--- src/core/hwmon_defs.vh ---
// register map, field positions, reset values and timing counts of the monitor sequencer
`ifndef HWMON_DEFS_VH
`define HWMON_DEFS_VH

// register indices; byte address is four times the index
`define IDX_CFG        8'h00
`define IDX_FAN_DIV    8'h05
`define IDX_ADC_CTRL   8'h0A
`define IDX_VAL_FIRST  8'h20
`define IDX_VAL_LAST   8'h29
`define IDX_IRQ_STAT   8'h40
`define IDX_IRQ_MASK   8'h41
`define IDX_INPUT_MODE 8'h42
`define IDX_FAN_MODE   8'h43

// configuration register fields
`define CFG_START      0
`define CFG_INT_CLEAR  3
`define CFG_REINIT     7

// reset values
`define CFG_RST        7'h00
`define FAN_DIV_RST    8'h50
`define ADC_CTRL_RST   8'h02
`define INPUT_MODE_RST 6'h00
`define ADC_RANGE_RST  3'h0

// fan divisor fields, code 0..3 selects 1, 2, 4, 8
`define FDIV_A_LSB     4
`define FDIV_B_LSB     6

// adc range field
`define ADC_RANGE_LSB  3

// status bits
`define ST_ROUND       0
`define ST_FAN_A       1
`define ST_FAN_B       2

// sequence items and value slots
`define ITEM_FAN_A     4'h8
`define ITEM_LAST      4'h9
`define SLOT_TEMP      4'h7
`define SEL_TEMP       3'h7

// timing
`define CLK_HZ         20000000
`define CLK_PERIOD_NS  50
`define RST_PULSE_NS   50
`define RST_PULSE_CYC  ((`RST_PULSE_NS + `CLK_PERIOD_NS - 1) / `CLK_PERIOD_NS)
`define OSC_HZ         22500
`define TICK_CYC       (`CLK_HZ / (2 * `OSC_HZ))
`define FAN_MAX        8'hFF

`endif

--- src/core/value_mem.v ---
// value memory: ten result words, one write port, registered read port
`timescale 1ns/1ns
module value_mem (
	// clock
	input  wire       core_clk,
	// write port
	input  wire       we,
	input  wire [3:0] waddr,
	input  wire [9:0] wdata,
	// read port
	input  wire [3:0] raddr,
	output reg  [9:0] rdata
);
	reg [9:0] mem [0:9];

	always @(posedge core_clk) begin
		if (we && waddr <= 4'h9) begin
			mem[waddr] <= wdata;
		end
		// out-of-range reads are never selected by the bus mux
		if (raddr <= 4'h9) begin
			rdata <= mem[raddr];
		end else begin
			rdata <= 10'h000;
		end
	end
endmodule

--- src/core/hw_monitor_sequencer.v ---
// monitoring sequencer with apb registers, fan counters and interrupt status
`timescale 1ns/1ns
`include "hwmon_defs.vh"
module hw_monitor_sequencer (
	// clock and reset
	input  wire        core_clk,
	input  wire        rstn,
	// apb slave
	input  wire        psel,
	input  wire        penable,
	input  wire        pwrite,
	input  wire [11:0] paddr,
	input  wire [31:0] pwdata,
	output reg  [31:0] prdata,
	output reg         pready,
	output reg         pslverr,
	// pins
	input  wire        test_or_reset_input_n,
	input  wire        tach_input_a,
	input  wire        tach_input_b,
	// converter
	output reg         adc_start,
	output reg  [2:0]  adc_sel,
	output reg  [5:0]  adc_mode,
	output reg  [2:0]  adc_range,
	input  wire        adc_done,
	input  wire [9:0]  adc_data,
	// interrupt
	output reg         irq
);
	localparam S_IDLE  = 5'b00001;
	localparam S_CONV  = 5'b00010;
	localparam S_FWAIT = 5'b00100;
	localparam S_FCNT  = 5'b01000;
	localparam S_STORE = 5'b10000;

	// last prescaler count for a divisor code
	function [2:0] div_last;
		input [1:0] code;
		begin
			case (code)
				2'h0:    div_last = 3'h0;
				2'h1:    div_last = 3'h1;
				2'h2:    div_last = 3'h3;
				default: div_last = 3'h7;
			endcase
		end
	endfunction

	// value slot of a sequence item; temperature sits behind the channels
	function [3:0] slot_of;
		input [3:0] item;
		begin
			slot_of = (item == 4'h0) ? `SLOT_TEMP : (item < `ITEM_FAN_A) ? item - 4'h1 : item;
		end
	endfunction

	////////////////////////////////////////////////////////////////////
	// reset sources
	reg  [1:0] rpin_sync_r;
	reg  [3:0] rpin_cnt_r;
	reg        pin_rst_r;
	reg        soft_rst_r;
	wire       srst = ~rstn | pin_rst_r | soft_rst_r;
	wire [3:0] rpin_cnt_nxt = (rpin_cnt_r == 4'hF) ? rpin_cnt_r : rpin_cnt_r + 4'h1;
	// apb decode
	wire [7:0] idx     = paddr[9:2];
	wire       aligned = (paddr[1:0] == 2'h0) && (paddr[11:10] == 2'h0);
	wire       is_val  = (idx >= `IDX_VAL_FIRST) && (idx <= `IDX_VAL_LAST);
	wire       is_reg  = (idx == `IDX_CFG) || (idx == `IDX_FAN_DIV) ||
	                     (idx == `IDX_ADC_CTRL) || (idx == `IDX_IRQ_STAT) ||
	                     (idx == `IDX_IRQ_MASK) || (idx == `IDX_INPUT_MODE) ||
	                     (idx == `IDX_FAN_MODE);
	wire       bad     = ~aligned || ~(is_reg || is_val) || (is_val && pwrite);
	wire       wr      = psel && penable && pready && pwrite && ~bad;
	// registers
	reg  [6:0] cfg_r;
	reg  [7:0] fan_div_r;
	reg  [7:0] adc_ctrl_r;
	reg  [2:0] irq_stat_r;
	reg  [2:0] irq_mask_r;
	reg  [1:0] fan_mode_r;
	wire       run = cfg_r[`CFG_START] & ~cfg_r[`CFG_INT_CLEAR];
	// sequencer and memory
	reg  [4:0] state_r;
	reg  [3:0] item_r;
	reg        mem_we_r;
	reg  [3:0] mem_waddr_r;
	reg  [9:0] mem_wdata_r;
	wire [9:0] mem_rdata;
	wire [3:0] item_nxt = (item_r == `ITEM_LAST) ? 4'h0 : item_r + 4'h1;
	// fan inputs and dividers
	reg  [1:0] tach_a_sync_r;
	reg  [1:0] tach_b_sync_r;
	reg        tach_prev_r;
	reg  [9:0] osc_cnt_r;
	reg  [2:0] pre_cnt_r;
	reg  [7:0] fan_cnt_r;
	wire       fan_b    = item_r[0];
	wire       tach_now = fan_b ? tach_b_sync_r[1] : tach_a_sync_r[1];
	wire       tach_rise = tach_now & ~tach_prev_r;
	wire [1:0] div_code = fan_b ? fan_div_r[`FDIV_B_LSB +: 2] : fan_div_r[`FDIV_A_LSB +: 2];
	wire       osc_tick = (osc_cnt_r == `TICK_CYC - 1);
	wire       fan_tick = osc_tick && (pre_cnt_r == div_last(div_code));
	wire [2:0] st_set;
	wire [2:0] st_clr = (wr && idx == `IDX_IRQ_STAT) ? pwdata[2:0] : 3'h0;

	value_mem u_mem (
		.core_clk (core_clk),
		.we       (mem_we_r),
		.waddr    (mem_waddr_r),
		.wdata    (mem_wdata_r),
		.raddr    (paddr[5:2]),
		.rdata    (mem_rdata)
	);
	////////////////////////////////////////////////////////////////////
	// pin synchronisers and reset catch; these only obey the reset input
	always @(posedge core_clk) begin
		if (!rstn) begin
			rpin_sync_r   <= 2'h3;
			rpin_cnt_r    <= 4'h0;
			pin_rst_r     <= 1'b0;
			soft_rst_r    <= 1'b0;
			tach_a_sync_r <= 2'h0;
			tach_b_sync_r <= 2'h0;
		end else begin
			rpin_sync_r   <= {rpin_sync_r[0], test_or_reset_input_n};
			tach_a_sync_r <= {tach_a_sync_r[0], tach_input_a};
			tach_b_sync_r <= {tach_b_sync_r[0], tach_input_b};
			if (!rpin_sync_r[1]) begin
				rpin_cnt_r <= rpin_cnt_nxt;
				pin_rst_r  <= (rpin_cnt_nxt >= `RST_PULSE_CYC);
			end else begin
				rpin_cnt_r <= 4'h0;
				pin_rst_r  <= 1'b0;
			end
			soft_rst_r <= wr && (idx == `IDX_CFG) && pwdata[`CFG_REINIT];
		end
	end

	////////////////////////////////////////////////////////////////////
	// apb slave: one wait state, pready and data from flops
	always @(posedge core_clk) begin
		if (srst) begin
			pready  <= 1'b0;
			pslverr <= 1'b0;
			prdata  <= 32'h0000_0000;
		end else if (psel && penable && !pready) begin
			pready  <= 1'b1;
			pslverr <= bad;
			prdata  <= 32'h0000_0000;
			if (!bad && !pwrite) begin
				if (is_val) begin
					// latest result readable at any time
					prdata <= {22'h0, mem_rdata};
				end else if (idx == `IDX_CFG) begin
					prdata <= {24'h0, 1'b0, cfg_r};
				end else if (idx == `IDX_FAN_DIV) begin
					prdata <= {24'h0, fan_div_r};
				end else if (idx == `IDX_ADC_CTRL) begin
					prdata <= {24'h0, adc_ctrl_r[7:6], adc_range, adc_ctrl_r[2:0]};
				end else if (idx == `IDX_IRQ_STAT) begin
					prdata <= {29'h0, irq_stat_r};
				end else if (idx == `IDX_IRQ_MASK) begin
					prdata <= {29'h0, irq_mask_r};
				end else if (idx == `IDX_INPUT_MODE) begin
					prdata <= {26'h0, adc_mode};
				end else begin
					prdata <= {30'h0, fan_mode_r};
				end
			end
		end else begin
			pready  <= 1'b0;
			pslverr <= 1'b0;
		end
	end

	// register writes take effect on the completing edge
	always @(posedge core_clk) begin
		if (srst) begin
			cfg_r      <= `CFG_RST;
			fan_div_r  <= `FAN_DIV_RST;
			adc_ctrl_r <= `ADC_CTRL_RST;
			adc_range  <= `ADC_RANGE_RST;
			adc_mode   <= `INPUT_MODE_RST;
			irq_mask_r <= 3'h0;
			fan_mode_r <= 2'h0;
		end else if (wr) begin
			// start and interrupt-clear bits gate the run
			if (idx == `IDX_CFG) begin
				cfg_r <= pwdata[6:0];
			end
			if (idx == `IDX_FAN_DIV) begin
				fan_div_r <= pwdata[7:0];
			end
			if (idx == `IDX_ADC_CTRL) begin
				adc_ctrl_r <= pwdata[7:0];
				adc_range  <= pwdata[`ADC_RANGE_LSB +: 3];
			end
			// pairing and polarity to the converter
			if (idx == `IDX_INPUT_MODE) begin
				adc_mode <= pwdata[5:0];
			end
			if (idx == `IDX_IRQ_MASK) begin
				irq_mask_r <= pwdata[2:0];
			end
			if (idx == `IDX_FAN_MODE) begin
				fan_mode_r <= pwdata[1:0];
			end
		end
	end

	////////////////////////////////////////////////////////////////////
	// interrupt status: set wins over write-one-to-clear
	// fan pins in interrupt mode are active-low levels
	assign st_set[`ST_ROUND] = (state_r == S_STORE) && (item_r == `ITEM_LAST);
	assign st_set[`ST_FAN_A] = fan_mode_r[0] && !tach_a_sync_r[1];
	assign st_set[`ST_FAN_B] = fan_mode_r[1] && !tach_b_sync_r[1];

	always @(posedge core_clk) begin
		if (srst) begin
			irq_stat_r <= 3'h0;
			irq       <= 1'b0;
		end else begin
			irq_stat_r <= (irq_stat_r & ~st_clr) | st_set;
			irq <= |(irq_stat_r & irq_mask_r);
		end
	end

	////////////////////////////////////////////////////////////////////
	// oscillator tick at twice 22.5 kHz so divisor 1 fits the count formula
	always @(posedge core_clk) begin
		if (srst || state_r == S_STORE) begin
			osc_cnt_r <= 10'h000;
			pre_cnt_r <= 3'h0;
		end else if (osc_tick) begin
			osc_cnt_r <= 10'h000;
			pre_cnt_r <= fan_tick ? 3'h0 : pre_cnt_r + 3'h1;
		end else begin
			osc_cnt_r <= osc_cnt_r + 10'h001;
		end
	end

	////////////////////////////////////////////////////////////////////
	// sequencer
	always @(posedge core_clk) begin
		if (srst) begin
			state_r     <= S_IDLE;
			item_r      <= 4'h0;
			adc_start   <= 1'b0;
			adc_sel     <= `SEL_TEMP;
			mem_we_r    <= 1'b0;
			mem_waddr_r <= 4'h0;
			mem_wdata_r <= 10'h000;
			fan_cnt_r   <= 8'h00;
			tach_prev_r <= 1'b0;
		end else begin
			adc_start   <= 1'b0;
			mem_we_r    <= 1'b0;
			tach_prev_r <= tach_now;
			case (state_r)
				S_IDLE: begin
					if (run) begin
						item_r    <= 4'h0;
						adc_sel   <= `SEL_TEMP;
						adc_start <= 1'b1;
						state_r   <= S_CONV;
					end
				end
				S_CONV: begin
					if (adc_done) begin
						mem_we_r    <= 1'b1;
						mem_waddr_r <= slot_of(item_r);
						mem_wdata_r <= adc_data;
						state_r     <= S_STORE;
					end
				end
				S_FWAIT, S_FCNT: begin
					// full count before an edge stores 255, never wraps
					if (tach_rise && state_r == S_FWAIT) begin
						fan_cnt_r <= 8'h00;
						state_r   <= S_FCNT;
					end else if (tach_rise || (fan_tick && fan_cnt_r == `FAN_MAX)) begin
						mem_we_r    <= 1'b1;
						mem_waddr_r <= slot_of(item_r);
						mem_wdata_r <= {2'h0, fan_cnt_r};
						state_r     <= S_STORE;
					end else if (fan_tick) begin
						fan_cnt_r <= fan_cnt_r + 8'h01;
					end
				end
				S_STORE: begin
					item_r      <= item_nxt;
					fan_cnt_r   <= 8'h00;
					// next item may watch the other pin; mask a false edge
					tach_prev_r <= 1'b1;
					if (!run) begin
						state_r <= S_IDLE;
					end else if (item_nxt < `ITEM_FAN_A) begin
						adc_sel   <= (item_nxt == 4'h0) ? `SEL_TEMP : item_nxt[2:0] - 3'h1;
						adc_start <= 1'b1;
						state_r   <= S_CONV;
					end else if (fan_mode_r[item_nxt[0]]) begin
						// fan in interrupt mode is not measured
						state_r <= S_STORE;
					end else begin
						state_r <= S_FWAIT;
					end
				end
				default: begin
					state_r <= S_IDLE;
				end
			endcase
		end
	end
endmodule

--- config.mk ---
export PLATFORM = sky130hd
export DESIGN_NAME = hw_monitor_sequencer
export DESIGN_NICKNAME = d
export VERILOG_FILES = /design/src/core/value_mem.v /design/src/core/hw_monitor_sequencer.v
export VERILOG_INCLUDE_DIRS = /design/src /design/src/core
export SDC_FILE = /design/constraint.sdc
export NUM_CORES = 1
export LEC_CHECK = 0
export BUFFER_PORTS_ARGS = -buffer_cell sky130_fd_sc_hd__buf_2
export CORE_MARGIN = 4
export CORE_UTILIZATION = 40
export CTS_CLUSTER_DIAMETER = 40
export DETAILED_ROUTE_END_ITERATION = 10
export GPL_TIMING_DRIVEN = 0
export SYNTH_ARGS = -nofsm -noshare
export SYNTH_HDL_FRONTEND = slang
export SYNTH_SLANG_ARGS = --single-unit
--- constraint.sdc ---
create_clock -name core_clk -period 2.4 [get_ports core_clk]
set_input_delay 0.24 -clock core_clk [delete_from_list [all_inputs] [get_ports core_clk]]
set_output_delay 0.24 -clock core_clk [all_outputs]
set_load 0.05 [all_outputs]
==> run metrics, run 1 <==
Setup Crit Path Kind reg -> reg; critical path, cell by cell or4b_2 -> nor2_1 -> a211o_1 -> nand2_2 -> buf_2 -> and3b_1 -> a211oi_1; Routed WL 23.44 mm; Final nets approximately 1.1k; clock transition at the registers of the reported paths 50 ps; period utilisation layout 0.9506; number of vias per cell 5.130; final instance area 12110 um2; H-tree depth 2; Yosys top cell area share 0.3035; met2 routed wirelength 10.64 mm; Crit path buffers/inverters 1; Synth Warn # 0; Worst Max-Slew Pin Slew approximately 1100 ps; placed cell areas 10730 um2; Yosys reg bits about 220; HP Class in -> reg; met3 wire length 1.303 mm; Port Buffers 62; Placer Congestion 0.8173; initial drt markers 405; most frequent cell after synthesis dfxtp_1; Slew headroom 0.2532; fillers about 2.2k; Residual DRC 0; ratio of cells with drive above 1 in the final layout 0.2277; total track usage 0.1721; startpoint types register; DP Wirelength 16.61 mm; global route overflow 0; max_cap viols 0; WP data arrival about 2700 ps; Mapped Cells 886; register area share after synthesis 0.5504; DRT antenna net count 0; CTS Root Cell clkbuf_16; CP Max Fanout 10; peak supply drop 438.8 uV; CORE AREA 24320 um2; Worst R2R Start state_r[0]; Synth Cell Area 9893 um2; Area contributors post-synth edfxtp_1 (30%), dfxtp_1 (25%), mux4_2 (4.6%); drt pass-1 iters 5; Slowest-stage cell, CP or4b_2; status completed; f_max 438.3 MHz; P per Cell Area 795.9 nW/um2; routed length per instance 17.17 um; DR top layer met4; Antenna diodes 0; # clock sinks about 220; Worst Path Required 2800 ps; num ports about 110; Synth area leader edfxtp_1; Worst Setup SP state_r[0]; worst skew pair latency between 500 and 600 ps; Final Max Tran Viols 0; Area Growth Syn to Fin 22.41%; CTS buffer count 36; die height 165.3 um; Starting Density 0.4068; routed vias 7003; fin util 0.4980; total leakage power 4.193 nW; RSZ-0062 raised after global routing yes; DIE AREA roughly 27000 um2; total power 9.639 mW; # rows 57; WHS 18.87 ps; largest net degree at the start of global routing 13; max incr delay on CP ~750 ps; final worst path period need 2281 ps; Final Hold Violating Endpoints 0; final std cells w/o fill 1365; Worst Skew ~21 ps; Post-synth EDFFs 100; FFs w/ async S/R, synth 0; Met1 Wirelength between 10 and 15 mm; Worst setup EP type register; Final Setup Violations 0; Post-synth top flop dfxtp_1; syn_area_per_cell 11.17 um2; CTS tree built; Yosys cell types a little over 70; first-pass GRT wire length 37.19 mm; clk buf depth 3; synth cell count leaders dfxtp_1 (122), edfxtp_1 (100), nor2_1 (89); CP delay by family, top simple AND/OR/NAND/NOR gates; cell total after placement 1295; worst hold start pwdata[7]; number of global-route vias before repair 6715; initial antenna violation count 0; die width 165.3 um
## layout by cell type (no fill, tap or decap), types with 11 or more instances in the layout
| cell type | instances |
|---|---|
| nand3_1 | 32 |
| nand2b_1 | 12 |
| dfxtp_1 | 119 |
| clkbuf_1 | 28 |
| conb_1 | 22 |
| buf_4 | 30 |
| nor2_1 | 89 |
| buf_2 | 70 |
| mux2i_1 | 43 |
| inv_1 | 13 |
| nand2_1 | 72 |
| and3b_1 | 11 |
| edfxtp_1 | 100 |
| o21ai_0 | 22 |
| nor3_1 | 19 |
| mux2_2 | 18 |
| a21oi_1 | 54 |
| clkbuf_16 | 36 |
| mux4_2 | 20 |
| a211oi_1 | 11 |
## worst register-to-register path, delay by kind of cell, from the launching register on
family | cells | cell delay (ps)
flops | 1 | 350
simple gates | 4 | 1180
compound gates | 2 | 440
buf+inv | 1 | 210
## power by group
group          total (mW)  leakage, nW  switching (mW)  internal [mW]
Combinational       0.404         1.90           0.272          0.132
Sequential           3.97         1.69          0.0189           3.96
Clock                5.26        0.604            1.78           3.48
Total                9.64         4.19            2.07           7.57
## cells by family (layout without fill, tap and decap cells)
logic type               count (synthesis)  count (layout)  synth area share
AND/OR/NAND/NOR                        319             319            0.1671
adder cells (fa/ha/maj)                 10              10           0.01265
multiplexers                            82              82            0.1105
AO/OA/AOI/OAI                          155             155            0.1007
XOR/XNOR                                18              18           0.01594
other                                    1              22         0.0003790
flip-flops                             222             222            0.5504
buffers and inverters                   79             213           0.04237
## area by class of cell
class | count | area [um2] | share of cell area
flip-flops and latches | 222 | 5449 | 0.4499
multi-input cells | 606 | 4187 | 0.3457
clock buffers | 44 | 991.0 | 0.08183
well taps | 324 | 405.4 | 0.03347
repair buffers | 71 | 391.6 | 0.03234
plain buffers | 66 | 375.4 | 0.03099
clock inverters | 19 | 262.8 | 0.02170
inverters | 13 | 48.80 | 0.004029
## what timing repair did
item,CTS,global route
pin swaps,0,1
endpoints found under the hold margin,4,0
hold buffers,4,0
buffers inserted,0,3
endpoints found under the setup margin,15,27
gates cloned,0,0
resized for setup,4,13
## per-layer routing
layer  up-vias  global-route usage
met5         -                   0
met4         0             0.03932
met3        24             0.03227
met2       170              0.2717
met1      3322              0.2471
li1       3487                   -
## final timing paths
path,end,slack [ps],cells after the start
hold reg to reg,rpin_sync_r[1],410,1
hold / removal,adc_ctrl_r[7],20,3
setup reg to reg,mem_wdata_r[7],120,7
setup / recovery,mem_wdata_r[7],120,7
## sequential cells by signal, indices dropped and copies added, names as in the netlist, 5 cells and up
signal	count
fan_div_r	8
cfg_r	7
u_mem.mem	100
fan_cnt_r	8
osc_cnt_r	10
u_mem.rdata	10
state_r	5
adc_ctrl_r	6
mem_wdata_r	10
prdata	10
adc_mode	6
## metrics by stage
| stage | setup slack, ps | TNS [ps] |
|---|---|---|
| 4_1_cts | 8.182 | 0 |
| 6_report | 118.6 | 0 |
| 3_3_place_gp | -500.3 | -12010 |
| 3_5_place_dp | -521.8 | -8692 |
| 2_1_floorplan | 316.8 | 0 |
| 5_1_grt | -28.20 | -40.37 |
(Power assumes the default switching activity.)
==> inputs of run 2 (changes only) <==
- CORE_MARGIN: 4 -> not set
- PLACE_DENSITY: not set -> 0.59
==> run metrics, run 2 (same netlist as run 1, synthesis figures left out) <==
first-pass GRT wire length approximately 38 mm; drt pass-1 iters 7; period utilisation layout 0.9471; peak supply drop 475.2 uV; CTS buffer count 34; Worst Max-Slew Pin Slew 1321 ps; ratio of cells with drive above 1 in the final layout 0.2250; clk buf depth 3; global route overflow 0; max_cap viols 0; number of global-route vias before repair between 6k and 7k; Slew headroom 0.1160; Worst Skew 17.61 ps; Worst setup EP type register; Setup WS pre-CTS -498.3 ps; final std cells w/o fill 1364; P per Cell Area slightly below 800 nW/um2; routed length per instance between 15 and 20 um; fin util 0.4942; Setup Crit Path Kind reg -> reg; status finished, violations left; final worst path period need 2273 ps; largest net degree at the start of global routing 14; total power 9.308 mW; H-tree depth 2; HP Class in -> reg; initial drt markers around 410; CTS tree built; worst skew pair latency roughly 510 ps; Final Setup Violations 0; failing checks design-rule violations; cell total after placement 1295; fillers 2220; most frequent cells in the layout dfxtp_1 (120), edfxtp_1 (100), nor2_1 (89), nand2_1 (72), buf_2 (70); Routed WL 23.25 mm; Largest register FFs 100; RSZ-0062 raised after global routing no; WP data arrival 2720 ps; Placer Congestion 0.8249; Worst Path Required roughly 2800 ps; f_max 439.9 MHz; CP Max Fanout 10; WHS 15.51 ps; total leakage power about 4.1 nW; final worst setup slack between 100 and 150 ps; DP Wirelength 16.50 mm; Final nets 1088; DRT antenna net count 0; initial antenna violation count 0; number of vias per cell 5.147; Port Buffers 62; Final Hold Violating Endpoints 0; die height approximately 160 um; die width about 160 um; Residual DRC 2; routed vias 7021; # clock sinks around 220; most common cell after layout, fill and taps aside dfxtp_1; total track usage 0.1876; Biggest register u_mem.mem; # rows 57; startpoint types register; DIE AREA 25370 um2; Area Growth Syn to Fin 21.49%; Final Max Tran Viols 0; Antenna diodes 0; num ports 111; clock transition at the registers of the reported paths 60 ps; CORE AREA 24320 um2; CTS Root Cell clkbuf_16; Starting Density 0.4068
## run 2: cell types whose count changed in the layout (fill, tap and decap cells not counted), moves of 2 or more
cell	previous run	this run
clkbuf_8	6	2
clkinv_2	1	5
clkbuf_16	36	34
inv_6	2	4
## run 2: final cells by class
type / count / area [um2] / area share
Buffer: 66 / 375.4 / 0.03123
Clock buffer: 38 / 885.9 / 0.07370
Clock inverter: 23 / 270.3 / 0.02249
Inverter: 13 / 48.80 / 0.004060
Multi-Input combinational cell: 606 / 4184 / 0.3481
Sequential cell: 222 / 5448 / 0.4533
Tap cell: 324 / 405.4 / 0.03373
Timing Repair Buffer: 72 / 401.6 / 0.03342
## run 2: metal layers
| metal | up-vias | GRT usage | part of all wire |
|---|---|---|---|
| met5 | - | 0 | 0 |
| met4 | 0 | 0.06163 | 0.026 |
| met3 | 41 | 0.03386 | 0.046 |
| met2 | 172 | 0.2929 | 0.45 |
| li1 | 3481 | - | - |
| met1 | 3327 | 0.2638 | 0.48 |
## run 2: worst paths after layout
kind / from / slack, ps / end / depth (start not counted)
setup / recovery: osc_cnt_r[2] / 130 / fan_cnt_r[4] / 6
hold / removal: pwrite / 20 / pslverr / 3
setup reg to reg: osc_cnt_r[2] / 130 / fan_cnt_r[4] / 6
hold reg to reg: rpin_sync_r[0] / 410 / rpin_sync_r[1] / 1
## run 2: power by group
group          internal, mW  total [mW]  switching [mW]
clock                  3.13        4.93            1.80
sequential             3.95        3.97          0.0196
combinational         0.133       0.407           0.273
## run 2: per-stage QoR
stage	area [um2]	setup TNS [ps]
final	12020	0
after global routing	12020	0
after CTS	11960	0
after detailed placement	10730	-8819
after global placement	10690	-12810
after floorplan	9972	0
## run 2: critical path: stages (launching register included)
cell and delay [ps]:
dfxtp_1 350, or4b_4 570, nor3_4 220, and3b_2 320, nand3_4 170, or4_1 510, nand2_1 80
## run 2: repair_timing
action | in CTS | in global routing
resized for setup | 4 | 11
pin swaps | 0 | 3
setup buffers | 0 | 3
endpoints found under the setup margin | 15 | 21
endpoints found under the hold margin | 5 | 0
hold buffers | 5 | 0
==> inputs of run 3 (changes only) <==
- CORE_UTILIZATION: 40 -> 50
- PLACE_DENSITY: 0.59 -> 0.71
==> run metrics, run 3 (same netlist as run 1, synthesis figures left out) <==
Antenna diodes 0; Starting Density 0.5100; period utilisation layout 0.9609; GR Util met2 0.3679; num ports 111; met3 GRT Util 0.03353; Worst Max-Slew Pin Slew 1075 ps; Routed WL around 23 mm; total power 8.625 mW; CP delay by family, top simple AND/OR/NAND/NOR gates; fillers 1667; number of global-route vias before repair ~6.7k; # rows 51; Crit path buffers/inverters 1; clk buf depth 3; Residual DRC 0; f_max 433.6 MHz; internal power 6.595 mW; Worst Setup SP state_r[0]; worst hold start rstn; Biggest register u_mem.mem; Final Max Tran Viols 0; Setup Crit Path Kind reg -> reg; DP Wirelength 15.83 mm; final worst setup slack 93.80 ps; peak supply drop 591.5 uV; critical path, cell by cell or4b_2 -> nor2_1 -> a211o_1 -> nand4_4 -> buf_6 -> and3b_1 -> a211oi_1; clock power share 0.491; final std cells w/o fill 1306; die width 142.7 um; first-pass GRT wire length around 36 mm; met1 usage 0.3173; die height roughly 140 um; largest net degree at the start of global routing 15; WP data arrival 2750 ps; clock transition at the registers of the reported paths 60 ps; P per Cell Area around 730 nW/um2; Final Setup Violations 0; routed vias 7125; combinational power share 0.048; # clock sinks ~220; final instance area approximately 12000 um2; placed cell areas 10650 um2; initial antenna violation count 0; CTS tree built; H-tree depth 1; max_cap viols 0; Slew headroom 0.2810; total leakage power between 4 and 5 nW; ratio of cells with drive above 1 in the final layout 0.2190; max incr delay on CP 760 ps; routed length per instance 17.28 um; drt pass-1 iters 7; Worst Path Required 2840 ps; Switching Share 0.2354; Final nets 1090; CORE AREA 19400 um2; CP Max Fanout 10; total track usage 0.2258; status completed; DRT antenna net count 0; final worst path period need between 2000 and 2500 ps; Setup WS pre-CTS -458.2 ps; number of vias per cell approximately 5.5; DIE AREA approximately 20000 um2; initial drt markers about 560; Worst setup EP type register; most common cell after layout, fill and taps aside dfxtp_1; RSZ-0062 raised after global routing yes; Largest register FFs 100; Placer Congestion 0.8587; Sequential Power Share 0.460; cell total after placement 1236; Area Growth Syn to Fin 19.60%; Top Usage Layer GRT met2; global route overflow 0; Final Hold Violating Endpoints 0; CTS buffer count 30; CTS Root Cell clkbuf_16; most frequent cells in the layout dfxtp_1 (120), edfxtp_1 (100), nor2_1 (89), nand2_1 (72), buf_2 (71); Port Buffers 62; Sw Pwr 2.030 mW; startpoint types register; worst skew pair latency 540 ps; Worst Skew 16.05 ps; Worst R2R Start state_r[0]; HP Class in -> reg; Slowest-stage cell, CP or4b_2
[run 3: final timing paths]
| kind | endpoint | slack [ps] | cells past startpoint |
|---|---|---|---|
| worst max-delay path | mem_wdata_r[6] | 90 | 7 |
| worst max register to register | mem_wdata_r[6] | 90 | 7 |
| worst min-delay path | tach_a_sync_r[1] | 20 | 2 |
| worst min register to register | rpin_sync_r[1] | 410 | 1 |
[run 3: layer usage]
metal	part of all wire	vias up
met4	0.016	0
met2	0.47	234
met5	0	-
met3	0.062	32
li1	-	3477
met1	0.45	3382
[run 3: area by class of cell]
class / count / area, um2 / area share
Buffer: 66 / 375.4 / 0.03172
Clock buffer: 34 / 818.3 / 0.06916
Clock inverter: 22 / 168.9 / 0.01428
Inverter: 13 / 48.80 / 0.004124
Multi-Input combinational cell: 606 / 4182 / 0.3534
Sequential cell: 222 / 5448 / 0.4604
Tap cell: 265 / 331.6 / 0.02802
Timing Repair Buffer: 78 / 460.4 / 0.03891
[run 3: power groups by stage]
stage               combinational (mW)  clock [mW]  sequential (mW)
finish                           0.418        4.24             3.97
global route                     0.449        4.46             3.97
CTS                              0.415        4.31             3.97
detailed placement               0.396           0             4.05
global placement                 0.392           0             4.05
floorplan                        0.278           0             4.05
[run 3: repair_timing]
action | CTS | global route
hold buffers | 13 | 0
setup buffers | 0 | 1
hold endpoints to repair | 20 | 0
gates resized for setup | 3 | 13
gates cloned | 0 | 0
pin swaps | 0 | 1
endpoints found under the setup margin | 14 | 24
[run 3: worst register-to-register path: stages, from the launching register on]
cell	delay, ps
dfxtp_1	350
or4b_2	760
nor2_1	120
a211o_1	230
nand4_4	160
buf_6	200
and3b_1	180
a211oi_1	220
[run 3: metrics by stage]
stage / setup TNS (ps) / hold slack, ps / util
floorplan: 0 / 336.4 / -
global placement: -7906 / 389.7 / 0.5471
detailed placement: -7595 / 398.5 / 0.5489
CTS: 0 / 2.422 / 0.6070
global route: -33.58 / 38.70 / 0.6100
finish: 0 / 23.07 / 0.6100
